<file path="src/msi_decode_pkg.sv">
// Shared constants and types for the message interrupt data decoder
package msi_decode_pkg;

    // Address word layout
    localparam logic [11:0] ADDR_WINDOW = 12'hFEE;
    localparam int ADDR_WIN_MSB = 31;
    localparam int ADDR_WIN_LSB = 20;
    localparam int ADDR_DEST_MSB = 19;
    localparam int ADDR_DEST_LSB = 12;
    localparam int ADDR_RH_BIT = 3;
    localparam int ADDR_DM_BIT = 2;

    // Data word layout
    localparam int DATA_VEC_MSB = 7;
    localparam int DATA_VEC_LSB = 0;
    localparam int DATA_MODE_MSB = 10;
    localparam int DATA_MODE_LSB = 8;
    localparam int DATA_LEVEL_BIT = 14;
    localparam int DATA_TRIG_BIT = 15;

    // Vector limits and special identifiers
    localparam logic [7:0] VEC_MIN = 8'h10;
    localparam logic [7:0] VEC_MAX = 8'hFE;
    localparam logic [7:0] BCAST_ID = 8'hFF;

    // Reset values
    localparam logic [31:0] PAYLOAD_RESET = 32'h0000_0000;

    // Default processor count
    localparam int NUM_CPUS_DEFAULT = 8;

    typedef enum logic [2:0] {
        dlv_fixed = 3'b000,
        dlv_lowest = 3'b001,
        dlv_sys_mgmt_irq_mode = 3'b010,
        dlv_rsvd_3 = 3'b011,
        dlv_nmi = 3'b100,
        dlv_init = 3'b101,
        dlv_rsvd_6 = 3'b110,
        dlv_legacy_external_irq_mode = 3'b111
    } delivery_mode_t;

    typedef struct packed {
        logic valid;
        logic [31:0] addr;
        logic [31:0] data;
    } msg_write_t;

    typedef struct packed {
        logic [7:0] dest_id;
        logic redirect_hint;
        logic dest_addr_kind;
        logic lowest_pri;
        logic [7:0] vector;
        logic vector_valid;
        delivery_mode_t mode;
        logic level_trig;
        logic assert_msg;
        logic legacy_irq_input;
    } irq_req_t;

    typedef struct packed {
        logic rsvd_mode;
        logic low_vector;
    } msg_fault_t;

endpackage : msi_decode_pkg

</file>
<file path="src/msg_payload_reg.sv">
// Holding register for the last accepted message data word
`timescale 1ns/100ps

module msg_payload_reg (
    // Clock and reset
    input wire logic clk,
    input wire logic srst,
    // Write side
    input wire logic wr_en,
    input wire logic [31:0] wr_data,
    // Read side
    output logic [31:0] rd_data
);

    logic [31:0] payload_q;

    // Whole word kept, reserved bits included, never interpreted here
    always_ff @(posedge clk) begin
        if (srst) begin
            payload_q <= msi_decode_pkg::PAYLOAD_RESET;
        end else if (wr_en) begin
            payload_q <= wr_data;
        end
    end

    assign rd_data = payload_q;

endmodule : msg_payload_reg

</file>
<file path="src/msi_message_data_decoder.sv">
// Decoder and checker for message signalled interrupt writes
//
// Function
// - Vector is eight bits, 10h to FEh; the code faults only vectors below 10h, FFh passes
// - Code 000 delivers to all destinations
// - Code 001 picks lowest priority destination; the code only sets lowest_pri, and target_mask keeps every matching processor
// - Code 010 is edge-only system management
// - Code 100 NMI, edge, vector ignored
// - Code 101 INIT, edge, vector ignored
// - Code 111 legacy input, edge, acknowledged vector
// - Edge messages are always assertions
// - Level messages carry the input level
// - Trigger bit zero edge, one level
// - Accept only address window FEEh
// - Destination identifier selects target processors
// - Hint clear delivers to named processor
// - Hint set lets mode bit choose matching
`timescale 1ns/100ps

module msi_message_data_decoder #(
    parameter int NUM_CPUS = msi_decode_pkg::NUM_CPUS_DEFAULT
) (
    // Clock and reset
    input wire logic clk,
    input wire logic srst,
    // Incoming DWORD message write
    input wire msi_decode_pkg::msg_write_t msg_in,
    // Identifiers of the attached processors
    input wire logic [NUM_CPUS-1:0][7:0] cpu_phys_id,
    input wire logic [NUM_CPUS-1:0][7:0] cpu_logic_id,
    // Decoded delivery request
    output logic req_valid,
    output msi_decode_pkg::irq_req_t req,
    output logic [NUM_CPUS-1:0] target_mask,
    // Malformed message report
    output logic fault_valid,
    output msi_decode_pkg::msg_fault_t fault,
    // Last accepted data word
    output logic [31:0] payload_rd
);

    // Modes whose vector field is meaningful
    function automatic logic vector_required(input msi_decode_pkg::delivery_mode_t m);
        return (m == msi_decode_pkg::dlv_fixed) || (m == msi_decode_pkg::dlv_lowest);
    endfunction : vector_required

    // Modes that may be level triggered
    function automatic logic level_allowed(input msi_decode_pkg::delivery_mode_t m);
        return (m == msi_decode_pkg::dlv_fixed) || (m == msi_decode_pkg::dlv_lowest);
    endfunction : level_allowed

    // Field extraction
    logic win_hit;
    logic [7:0] dest_id;
    logic rh_bit;
    logic dm_bit;
    logic [7:0] vec_field;
    msi_decode_pkg::delivery_mode_t mode_field;
    logic level_bit;
    logic trig_bit;

    assign win_hit = msg_in.valid &&
        (msg_in.addr[msi_decode_pkg::ADDR_WIN_MSB:msi_decode_pkg::ADDR_WIN_LSB] == msi_decode_pkg::ADDR_WINDOW);
    assign dest_id = msg_in.addr[msi_decode_pkg::ADDR_DEST_MSB:msi_decode_pkg::ADDR_DEST_LSB];
    assign rh_bit = msg_in.addr[msi_decode_pkg::ADDR_RH_BIT];
    assign dm_bit = msg_in.addr[msi_decode_pkg::ADDR_DM_BIT];
    // Only defined fields are sliced; reserved positions are never looked at
    assign vec_field = msg_in.data[msi_decode_pkg::DATA_VEC_MSB:msi_decode_pkg::DATA_VEC_LSB];
    assign mode_field = msi_decode_pkg::delivery_mode_t'(
        msg_in.data[msi_decode_pkg::DATA_MODE_MSB:msi_decode_pkg::DATA_MODE_LSB]);
    assign level_bit = msg_in.data[msi_decode_pkg::DATA_LEVEL_BIT];
    assign trig_bit = msg_in.data[msi_decode_pkg::DATA_TRIG_BIT];

    // Mode classification
    logic rsvd_mode;
    logic low_vector;
    logic bad_msg;
    logic level_trig_d;
    logic assert_d;
    logic legacy_d;
    logic lowest_d;

    always_comb begin
        rsvd_mode = 1'b0;
        legacy_d = 1'b0;
        lowest_d = 1'b0;
        unique case (mode_field)
            msi_decode_pkg::dlv_fixed: begin
                lowest_d = 1'b0;
            end
            msi_decode_pkg::dlv_lowest: begin
                lowest_d = 1'b1;
            end
            msi_decode_pkg::dlv_sys_mgmt_irq_mode: begin
                lowest_d = 1'b0;
            end
            msi_decode_pkg::dlv_nmi: begin
                lowest_d = 1'b0;
            end
            msi_decode_pkg::dlv_init: begin
                lowest_d = 1'b0;
            end
            msi_decode_pkg::dlv_legacy_external_irq_mode: begin
                legacy_d = 1'b1;
            end
            msi_decode_pkg::dlv_rsvd_3,
            msi_decode_pkg::dlv_rsvd_6: begin
                rsvd_mode = 1'b1;
            end
        endcase
    end

    // Low vectors are only a fault where the vector is used; pairing is trusted
    assign low_vector = vector_required(mode_field) && (vec_field < msi_decode_pkg::VEC_MIN);
    assign bad_msg = rsvd_mode || low_vector;
    // Edge-only modes force edge whatever the trigger bit holds
    assign level_trig_d = trig_bit && level_allowed(mode_field);
    // Edge messages are assertions; level messages follow the input level
    assign assert_d = level_trig_d ? level_bit : 1'b1;

    // Destination matching per processor
    logic [NUM_CPUS-1:0] mask_d;

    generate
        for (genvar i = 0; i < NUM_CPUS; i++) begin : g_match
            logic phys_hit;
            logic log_hit;
            assign phys_hit = (cpu_phys_id[i] == dest_id) || (dest_id == msi_decode_pkg::BCAST_ID);
            assign log_hit = |(cpu_logic_id[i] & dest_id);
            // Hint clear ignores the mode bit and uses the named processor
            assign mask_d[i] = (rh_bit && dm_bit) ? log_hit : phys_hit;
        end
    endgenerate

    // Request strobe, one cycle per accepted write that raises no fault
    logic req_valid_q;

    always_ff @(posedge clk) begin
        if (srst) begin
            req_valid_q <= 1'b0;
        end else begin
            req_valid_q <= win_hit && !bad_msg;
        end
    end

    // Request contents
    msi_decode_pkg::irq_req_t req_q;
    logic [NUM_CPUS-1:0] target_mask_q;

    always_ff @(posedge clk) begin
        if (srst) begin
            req_q <= '0;
            target_mask_q <= '0;
        end else if (win_hit && !bad_msg) begin
            req_q.dest_id <= dest_id;
            req_q.redirect_hint <= rh_bit;
            req_q.dest_addr_kind <= dm_bit;
            req_q.lowest_pri <= lowest_d;
            req_q.vector <= vec_field;
            req_q.vector_valid <= vector_required(mode_field);
            req_q.mode <= mode_field;
            req_q.level_trig <= level_trig_d;
            req_q.assert_msg <= assert_d;
            req_q.legacy_irq_input <= legacy_d;
            target_mask_q <= mask_d;
        end
    end

    // Fault report
    logic fault_valid_q;
    msi_decode_pkg::msg_fault_t fault_q;

    always_ff @(posedge clk) begin
        if (srst) begin
            fault_valid_q <= 1'b0;
            fault_q <= '0;
        end else begin
            fault_valid_q <= win_hit && bad_msg;
            if (win_hit && bad_msg) begin
                fault_q.rsvd_mode <= rsvd_mode;
                fault_q.low_vector <= low_vector;
            end
        end
    end

    // Payload holding register
    msg_payload_reg u_payload (
        .clk(clk),
        .srst(srst),
        .wr_en(win_hit),
        .wr_data(msg_in.data),
        .rd_data(payload_rd)
    );

    assign req_valid = req_valid_q;
    assign req = req_q;
    assign target_mask = target_mask_q;
    assign fault_valid = fault_valid_q;
    assign fault = fault_q;
endmodule : msi_message_data_decoder

</file>
<file path="config.mk">
export PLATFORM = sky130hd
export DESIGN_NAME = msi_message_data_decoder
export DESIGN_NICKNAME = d
export VERILOG_FILES = /design/src/msi_decode_pkg.sv /design/src/msg_payload_reg.sv /design/src/msi_message_data_decoder.sv
export SDC_FILE = /design/constraint.sdc
export NUM_CORES = 1
export LEC_CHECK = 0
export ABC_AREA = 0
export BUFFER_PORTS_ARGS = -buffer_cell sky130_fd_sc_hd__buf_2
export CAP_MARGIN = 20
export CORE_AREA = 2 2 102 104
export CTS_BUF_LIST = sky130_fd_sc_hd__clkbuf_8
export CTS_CLUSTER_DIAMETER = 150
export DETAILED_ROUTE_END_ITERATION = 16
export DIE_AREA = 0 0 104 106
export HOLD_SLACK_MARGIN = 0.05
export PLACE_DENSITY = 0.74
export SETUP_SLACK_MARGIN = 0.5
export SYNTH_ARGS = -nofsm -noshare
export SYNTH_HDL_FRONTEND = slang
export SYNTH_SLANG_ARGS = --single-unit
export TNS_END_PERCENT = 100
</file>
<file path="constraint.sdc">
create_clock -name clk -period 3.1 [get_ports clk]
set_input_delay 0.155 -clock clk [delete_from_list [all_inputs] [get_ports clk]]
set_output_delay 0.155 -clock clk [all_outputs]
set_load 0.01 [all_outputs]
</file>
======== Word level (Yosys, flattened, before mapping) ========
Cells that the tools add are included.
word-level totals
  register bits after elaboration ......... 70
  output and inout port bits .............. 70
  logic and storage cells ................. 78
cells by class
  $lt $le $gt $ge ......................... 1
  equal/unequal tests ..................... 14
  mux-type cells .......................... 12
  bitwise logic cells ..................... 8
  reductions and logical operators ........ 27
operators by type and width
  kind                                                         count
  bitwise AND 8 bit                                            8
  == test 8 bit                                                8
  OR reduction 8 bit                                           8
  == test 12 bit (second input constant)                       1
  two-way mux 1 bit                                            12
  logical OR 1 bit                                             10
  == test 8 bit (second input constant)                        1
  less-than comparator 8 x 5 -> 1 bit (second input constant)  1
  == test 3 bit (second input constant)                        2
  logical AND 1 bit                                            6
  == test 3 x 1 -> 1 bit (second input constant)               1
  == test 3 x 2 -> 1 bit (second input constant)               1
  logical NOT 3 bit                                            1
  OR reduction 2 bit                                           1
  logical NOT 1 bit                                            1

======== Logic depth before layout (Yosys ltp) ========
Gate-level depths: netlist (run 1).
  depth in word-level cells ............... 6
  mapped depth ............................ 8
  depth with buffers taken out ............ 5

======== Modules after synthesis ========
From an unflattened synthesis (run 1), not the netlist that was laid out.
second synthesis, totals
  cells, all modules ...................... 422
  area, all modules ....................... 3748.6 um2
modules (own cells, without submodules)
  module                    times used  cells each  area each (um2)  sequential area each (um2)
  msi_message_data_decoder  1           319         2585.0           760.7
  msg_payload_reg           1           103         1163.6           640.6

======== Least setup slack after synthesis (run 1) ========
OpenSTA, ideal clock, no wires.
  path type ............................... input-to-reg
  start point ............................. in msg_in[52] (netlist name)
  end point ............................... reg target_mask_q[0], in the netlist target_mask[0]
  library setup time ...................... 0.069 ns
  data arrival time ....................... 1.324 ns
  path slack .............................. 1.706 ns
  stages on the path ...................... 8
  path buffers ............................ 3
  cell sequence ........................... nand4b_1 nor4_1 buf_4 and2_1 buf_4 buf_6 nand3_2 a21oi_2
on the way
  word-level cells in the longest chain between the ends .. 3
RTL lines
  item                  RTL line                         source
  start, declared       msi_message_data_decoder.sv:27   input wire msi_decode_pkg::msg_write_t msg_in,
  == test 12 bit        msi_message_data_decoder.sv:63   (msg_in.addr[msi_decode_pkg::ADDR_WIN_MSB:msi_decode_pkg::ADDR_WIN_LSB] == msi_decode_pkg::ADDR_WINDOW);
  logical AND 1 bit     msi_message_data_decoder.sv:62   assign win_hit = msg_in.valid &&
  logical AND 1 bit     msi_message_data_decoder.sv:154  end else if (win_hit && !bad_msg) begin
  end signal, assigned  msi_message_data_decoder.sv:165  target_mask_q <= mask_d;
  end, declared         msi_message_data_decoder.sv:148  logic [NUM_CPUS-1:0] target_mask_q;
Every way passes these cells.
A chain may end at the register's enable or synchronous reset.

======== Worst setup path in the final report (run 1) ========
  start point ............................. in msg_in[4] (netlist name)
  end point ............................... reg req_q, in the netlist req[11]
on the way
  word-level cells in the longest chain between the ends .. 5
RTL lines
  item                                 RTL line                         source
  less-than comparator 8 x 5 -> 1 bit  msi_message_data_decoder.sv:114  assign low_vector = vector_required(mode_field) && (vec_field < msi_decode_pkg::VEC_MIN);
  logical AND 1 bit                    msi_message_data_decoder.sv:114
  logical OR 1 bit                     msi_message_data_decoder.sv:115  assign bad_msg = rsvd_mode || low_vector;
  logical NOT 1 bit                    msi_message_data_decoder.sv:154
  logical AND 1 bit                    msi_message_data_decoder.sv:154
  end, declared                        msi_message_data_decoder.sv:147  msi_decode_pkg::irq_req_t req_q;
Several ways; a longest one is shown, not always the timed one.

==> results.yml, run 1 <==
pwr:
  cellLeakagePower_nw: 2.28
  share_seq_of_total_power: 0.461
  p_int_mw: 1.44
  sw_frac_of_total: 0.260
  vdd_ir_drop_max_mv: 0.171
  p_comb_frac: 0.166
  netSwitchingPower_uw: 506
  clock_power_share: 0.372
  power_density_nw_per_um2: 367
timing:
  tightest_slew_ns: 0.578
  period_minus_slack_ns: 1.57
  timing.fmax_mhz: 635
  slew-limit-headroom: 0.614
  fin_tns_setup_ns: 0
  drv_slew: 0
  hold_violations: 0
  finalClockSkew_ns: 0
  rsz0062_at_grt: "false"
  finalSetupViolCount: 0
  fin_crit_sh: 0.508
yosys:
  ys_seq_area_frac: 0.382
  synth_nets: 618
  synth-seq-cells: 70
  ys.warnings.count: 0
  netlist_instances: 423
  avgSynthCellArea_sq_um: 8.67
  syn_area_sq_um: 3670
  synthDistinctLibCells: 25
worst_setup_path:
  end_kind: "flip-flop"
  critical_path_class: "primary input to flip-flop"
  cp-start-kind: "primary input"
  cp_max_fo: 21
  arrival_ns: 1.84
  cp.required_ns: 3.37
die:
  die_area_sq_um: 11000
  coreArea_sq_um: 10000
  row_count: 37
  die_w_um: 104
  initial_core_util: 0.367
  dieHeight_um: 106
  io_pins: 265
clock_tree:
  clock_latency_ns: 0.34
  cts_tree: "yes"
  post_cts_buffers: 0
  cts_buffer_depth: 2
  cts.root.buffer_cell: "clkbuf_8"
  path_clk_slew_ns: 0.08
  numCtsBuffers: 9
  cts_num_sinks: 70
  h-tree-depth: 3
  ctsResizeCount: 0
placement:
  io_buffer_count: 254
  hpwl_um: 9500
  gp_congestion: 0.835
run:
  cap_violations: 0
cells_and_area:
  final_util: 0.530
  fin_nets: 865
  n_antenna_cell: 0
  layout_commonest_cell: "buf_2"
  drive_above_1_share: 0.434
  area_growth_pct: 44.6
  layout_common_cells: "buf_2 (254), dfxtp_1 (70), xnor2_1 (64), nand2_1 (60), nor2_1 (35)"
  fillCellCount: 948
global_route:
  grt_pass1_wl_um: 19500
  grt_pass1_vias: 4118
  grt.overflow.total: 0
  grt_max_degree: 55
  grt.total_usage: 0.219
  antenna_found_initial: 0
worst_hold_path:
  hold_class: "primary input to flip-flop"
detailed_routing:
  drt-initial-drc-count: 186
  vias_per_cell: 4.97
  antenna_left: 0
  vias: 4027
  wl_um: 12300
  routedWlPerCell_um: 15.2
  dr.pass1.iters: 5
  drc: 0
outcome:
  status: "completed"
## state kept, by name, summed over array words and instances, names as in the netlist
name and cells:
fault 2, fault_valid 1, req 26, req_valid 1, target_mask 8, u_payload.rd_data 32
## synth_stat cells, drive strengths merged
library cell | number | area [sq um]
a21oi | 35 | 205
a221oi | 8 | 70.1
a22oi | 25 | 188
and2 | 1 | 6.26
buf | 19 | 116
clkbuf | 16 | 60.1
dfxtp | 70 | 1400
mux2i | 32 | 320
nand2 | 60 | 225
nand2b | 1 | 6.26
nand3 | 13 | 105
nand4 | 28 | 175
nand4b | 1 | 8.76
nor2 | 35 | 131
nor3 | 2 | 10.0
nor3b | 1 | 7.51
nor4 | 2 | 12.5
o21a | 1 | 7.51
o21ai | 8 | 40.0
xnor2 | 64 | 561
xor2 | 1 | 8.76
## cells by family (layout without fill, tap and decap cells)
| kind of cell | Yosys count | after routing | share of synthesized area |
|---|---|---|---|
| compound gates | 77 | 77 | 0.139 |
| xor+xnor | 65 | 65 | 0.155 |
| buf+inv | 35 | 287 | 0.0481 |
| flops | 70 | 70 | 0.382 |
| mux | 32 | 32 | 0.0874 |
| simple gates | 144 | 144 | 0.188 |
## final cells by class
type / count / area [sq um] / share of cell area
Multi-Input combinational cell: 318 / 2090 / 0.395
Timing Repair Buffer: 271 / 1440 / 0.271
Clock inverter: 7 / 73.8 / 0.0139
Clock buffer: 9 / 124 / 0.0234
Sequential cell: 70 / 1400 / 0.264
Tap cell: 136 / 170 / 0.0321
## worst max-delay path, stage by stage
cell	delay [ns]
buf_2	0.12
nor4_1	0.38
a22oi_1	0.23
nand2_1	0.50
buf_12	0.24
nand2_1	0.06
a21oi_1	0.15
## stage by stage
stage	cell area, sq um	total power, mW	setup WS [ns]	std cells	hold WS, ns
5_1_grt	5300	2.04	1.38	811	0.0528
3_3_place_gp	4990	1.22	1.22	784	0.392
4_1_cts	5300	1.97	1.55	811	0.0502
3_5_place_dp	4990	1.23	1.20	784	0.400
6_report	5300	1.95	1.53	811	0.0634
2_1_floorplan	3670	1.08	1.71	423	0.291
## what timing repair did
action                                  in CTS  in global routing
endpoints found under the setup margin       0                  0
hold endpoints to repair                    11                  0
hold buffers                                11                  0
## power groups by stage
stage	registers, mW	clock network (mW)	logic [mW]
after floorplan	0.920	0	0.156
after global placement	0.919	0	0.304
after detailed placement	0.920	0	0.313
after CTS	0.898	0.750	0.324
after global routing	0.898	0.787	0.354
final	0.898	0.725	0.324
## path summary, 6_finish.rpt
| check | cells after the start | slack, ns | start | end |
|---|---|---|---|---|
| min | 3 | 0.06 | msg_in[13] | u_payload.rd_data[13] |
| min reg2reg | 2 | 0.45 | fault[1] | fault[1] |
| max reg2reg | 2 | 2.45 | u_payload.rd_data[23] | u_payload.rd_data[23] |
| max | 7 | 1.53 | msg_in[4] | req[11] |
## routing by layer
| layer | wire [um] | part of all wire | global-route usage | up-vias |
|---|---|---|---|---|
| met1 | 4840 | 0.39 | 0.239 | 1817 |
| met3 | 892 | 0.072 | 0.0490 | 24 |
| met2 | 6210 | 0.50 | 0.412 | 213 |
| li1 | - | - | - | 1973 |
| met4 | 363 | 0.029 | 0.0849 | 0 |
| met5 | 0 | 0 | 0 | - |
No activity file was read; power rests on OpenSTA's default activity.
==> inputs of run 2 (changes only) <==
--- a/config.mk
+++ b/config.mk
@@ -5,16 +5,17 @@
 export SDC_FILE = /design/constraint.sdc
 export NUM_CORES = 1
 export LEC_CHECK = 0
-export ABC_AREA = 0
+export ABC_AREA = 1
 export BUFFER_PORTS_ARGS = -buffer_cell sky130_fd_sc_hd__buf_2
 export CAP_MARGIN = 20
-export CORE_AREA = 2 2 102 104
+export CORE_ASPECT_RATIO = 0.7
+export CORE_MARGIN = 2
+export CORE_UTILIZATION = 40
 export CTS_BUF_LIST = sky130_fd_sc_hd__clkbuf_8
 export CTS_CLUSTER_DIAMETER = 150
 export DETAILED_ROUTE_END_ITERATION = 16
-export DIE_AREA = 0 0 104 106
 export HOLD_SLACK_MARGIN = 0.05
-export PLACE_DENSITY = 0.74
+export PLACE_DENSITY = 0.79
 export SETUP_SLACK_MARGIN = 0.5
 export SYNTH_ARGS = -nofsm -noshare
 export SYNTH_HDL_FRONTEND = slang
==> constraint.sdc (replaced) <==
create_clock -name clk -period 1.3 [get_ports clk]
set_input_delay 0.065 -clock clk [delete_from_list [all_inputs] [get_ports clk]]
set_output_delay 0.065 -clock clk [all_outputs]
set_load 0.01 [all_outputs]
==> run 2 against run 1 <==
Register-to-register slack worse by 2.0 ns. Routed wire length is 47% higher. Setup slack worse by 1.2 ns. First-iteration DRC count is 100% higher. Combinational power grew to 3.4 times the previous value. Synthesized cell count is 71% higher. Sequential power is 140% higher.
==> results.yml, run 2 <==
cells_and_area:
  drive_above_1_share: 0.450
  multi_input_area_sq_um: 2670
  n_antenna_cell: 0
  largest_reg_flops: 32
  layout_common_cells: "nand2_1 (269), buf_2 (164), nor2_1 (114), buf_6 (87), dfxtp_2 (70)"
  final_util: 0.727
  layout_commonest_cell: "nand2_1"
  fillCellCount: 805
  seqCellArea_sq_um: 1490
  fin_nets: 1223
  area_growth_pct: 77.0
global_route:
  grt_pass1_wl_um: 26900
  grt_max_degree: 37
  grt.overflow.total: 0
  antenna_found_initial: 0
  grt.total_usage: 0.293
  grt_pass1_vias: 5508
yosys:
  netlist_instances: 722
  ys_seq_area_frac: 0.330
  avgSynthCellArea_sq_um: 5.87
  synthArstFlopShare: 0
  yosys.cell_count.top_type: "nand2_1"
  synth_nets: 917
  synth-seq-cells: 70
  ys.warnings.count: 0
  synthTopCellsByArea: "dfxtp_1 (33%), nand2_1 (25%), nor2_1 (13%)"
  ys.flop_type: "dfxtp_1"
  synthDistinctLibCells: 24
  synth_common_cells: "nand2_1 (281), nor2_1 (144), dfxtp_1 (70)"
  synth_edf_count: 0
  synth_top_cell_by_area: "dfxtp_1"
  syn_area_sq_um: 4240
  synth_top_area_share: 0.330
worst_setup_path:
  critical_path_class: "primary input to flip-flop"
  critPathSlowestCell: "a21oi_1"
  arrival_ns: 1.26
  end_kind: "flip-flop"
  crit_top_cell: "buf_12"
  cp_num_buf_inv: 4
  crit_family: "simple AND/OR/NAND/NOR gates"
  cp.required_ns: 1.54
  cpPeakStageDelay_ns: 0.25
  cp-start-kind: "primary input"
  crit_cells: 9
  r2r_cells: 3
  cp_max_fo: 6
  crit_chain: "buf_6, nor2_4, nand3_2, nor2_4, buf_12, buf_12, buf_12, nand4_1, a21oi_1"
die:
  dieHeight_um: 90.1
  row_count: 31
  die_area_sq_um: 11500
  io_pins: 265
  coreArea_sq_um: 10300
  die_w_um: 127
  initial_core_util: 0.411
pwr:
  vdd_ir_drop_max_mv: 0.560
  cellLeakagePower_nw: 3.90
  power_density_nw_per_um2: 663
detailed_routing:
  dr.pass1.iters: 4
  vias_per_cell: 4.95
  vias: 5758
  drt-initial-drc-count: 377
  drc: 0
  wl_um: 18100
  routedWlPerCell_um: 15.5
  antenna_left: 0
placement:
  hpwl_um: 11300
  gp_congestion: 0.909
  io_buffer_count: 254
timing:
  slew-limit-headroom: 0.743
  finalClockSkew_ns: 0
  fin_crit_sh: 0.784
  fin_tns_setup_ns: 0
  hold_violations: 0
  period_minus_slack_ns: 1.02
  tightest_slew_ns: 0.385
  drv_slew: 0
  rsz0062_at_grt: "true"
  timing.fmax_mhz: 982
  finalSetupViolCount: 0
clock_tree:
  cts_tree: "yes"
  cts_num_sinks: 70
  h-tree-depth: 3
  clock_latency_ns: 0.34
  cts_buffer_depth: 2
  numCtsBuffers: 9
  path_clk_slew_ns: 0.07
  cts.root.buffer_cell: "clkbuf_8"
outcome:
  status: "completed"
worst_hold_path:
  hold_class: "primary input to flip-flop"
  min_path_cells: 3
run:
  cap_violations: 0
run 2: changes by cell type after synthesis, sizes merged, moves of 25 or more:
cell   change
nor2     +112
a22oi     -25
nand2    +224
mux2i     -32
inv       +61
o21ai     +39
xnor2     -40
run 2: worst reg2reg max path, cell delays in order (launching register included):
cell and delay (ns):
dfxtp_2 0.34, buf_4 0.13, nor2_1 0.14, a21oi_1 0.08
run 2: layer usage:
layer | GRT usage | share of wire | up-vias | wire, um
met3 | 0.0774 | 0.085 | 42 | 1540
met2 | 0.476 | 0.46 | 277 | 8320
met4 | 0.0861 | 0.025 | 0 | 455
met5 | 0 | 0 | - | 0
li1 | - | - | 2815 | -
met1 | 0.381 | 0.43 | 2624 | 7750
run 2: report_power, final:
group	internal (mW)	switching, mW	total (mW)
logic	0.529	0.572	1.10
clock network	0.915	0.820	1.74
registers	2.14	0.000255	2.14
run 2: through the flow:
stage	hold WS (ns)	worst slack, ns	power, mW	std cells	area (sq um)
floorplan	0.181	0.328	2.69	722	4350
global placement	0.269	0.0538	3.08	1090	5720
detailed placement	0.280	-0.00182	3.09	1090	5720
CTS	-0.00700	0.414	4.91	1152	7080
global route	0.0135	0.233	5.23	1164	7500
finish	0.0221	0.281	4.98	1164	7500
run 2: path summary, 6_finish.rpt:
| path | startpoint | end | slack [ns] |
|---|---|---|---|
| setup reg to reg | req[7] | req[7] | 0.46 |
| hold / removal | msg_in[5] | u_payload.rd_data[5] | 0.02 |
| hold reg to reg | target_mask[4] | target_mask[4] | 0.48 |
| setup / recovery | msg_in[52] | req[2] | 0.28 |
run 2: logic make-up (layout without fill, tap and decap cells):
group	after synthesis	after routing	synth area share
buf+inv	96	406	0.105
simple gates	453	453	0.420
flops	70	70	0.330
xor+xnor	24	24	0.0496
compound gates	79	79	0.0956
run 2: timing repair:
action,CTS,global route
pin swaps,5,31
setup buffers,13,8
endpoints found under the setup margin,132,139
gates resized for setup,178,87
hold endpoints to repair,45,3
hold buffers,31,1
gates cloned,3,3
run 2: final cells by class:
class	count	share of cell area
clock buffer	10	0.0183
clock inverter	5	0.00684
inverter	61	0.0349
multi-input combinational	556	0.356
sequential	70	0.198
tap	132	0.0220
timing repair buffer	330	0.364
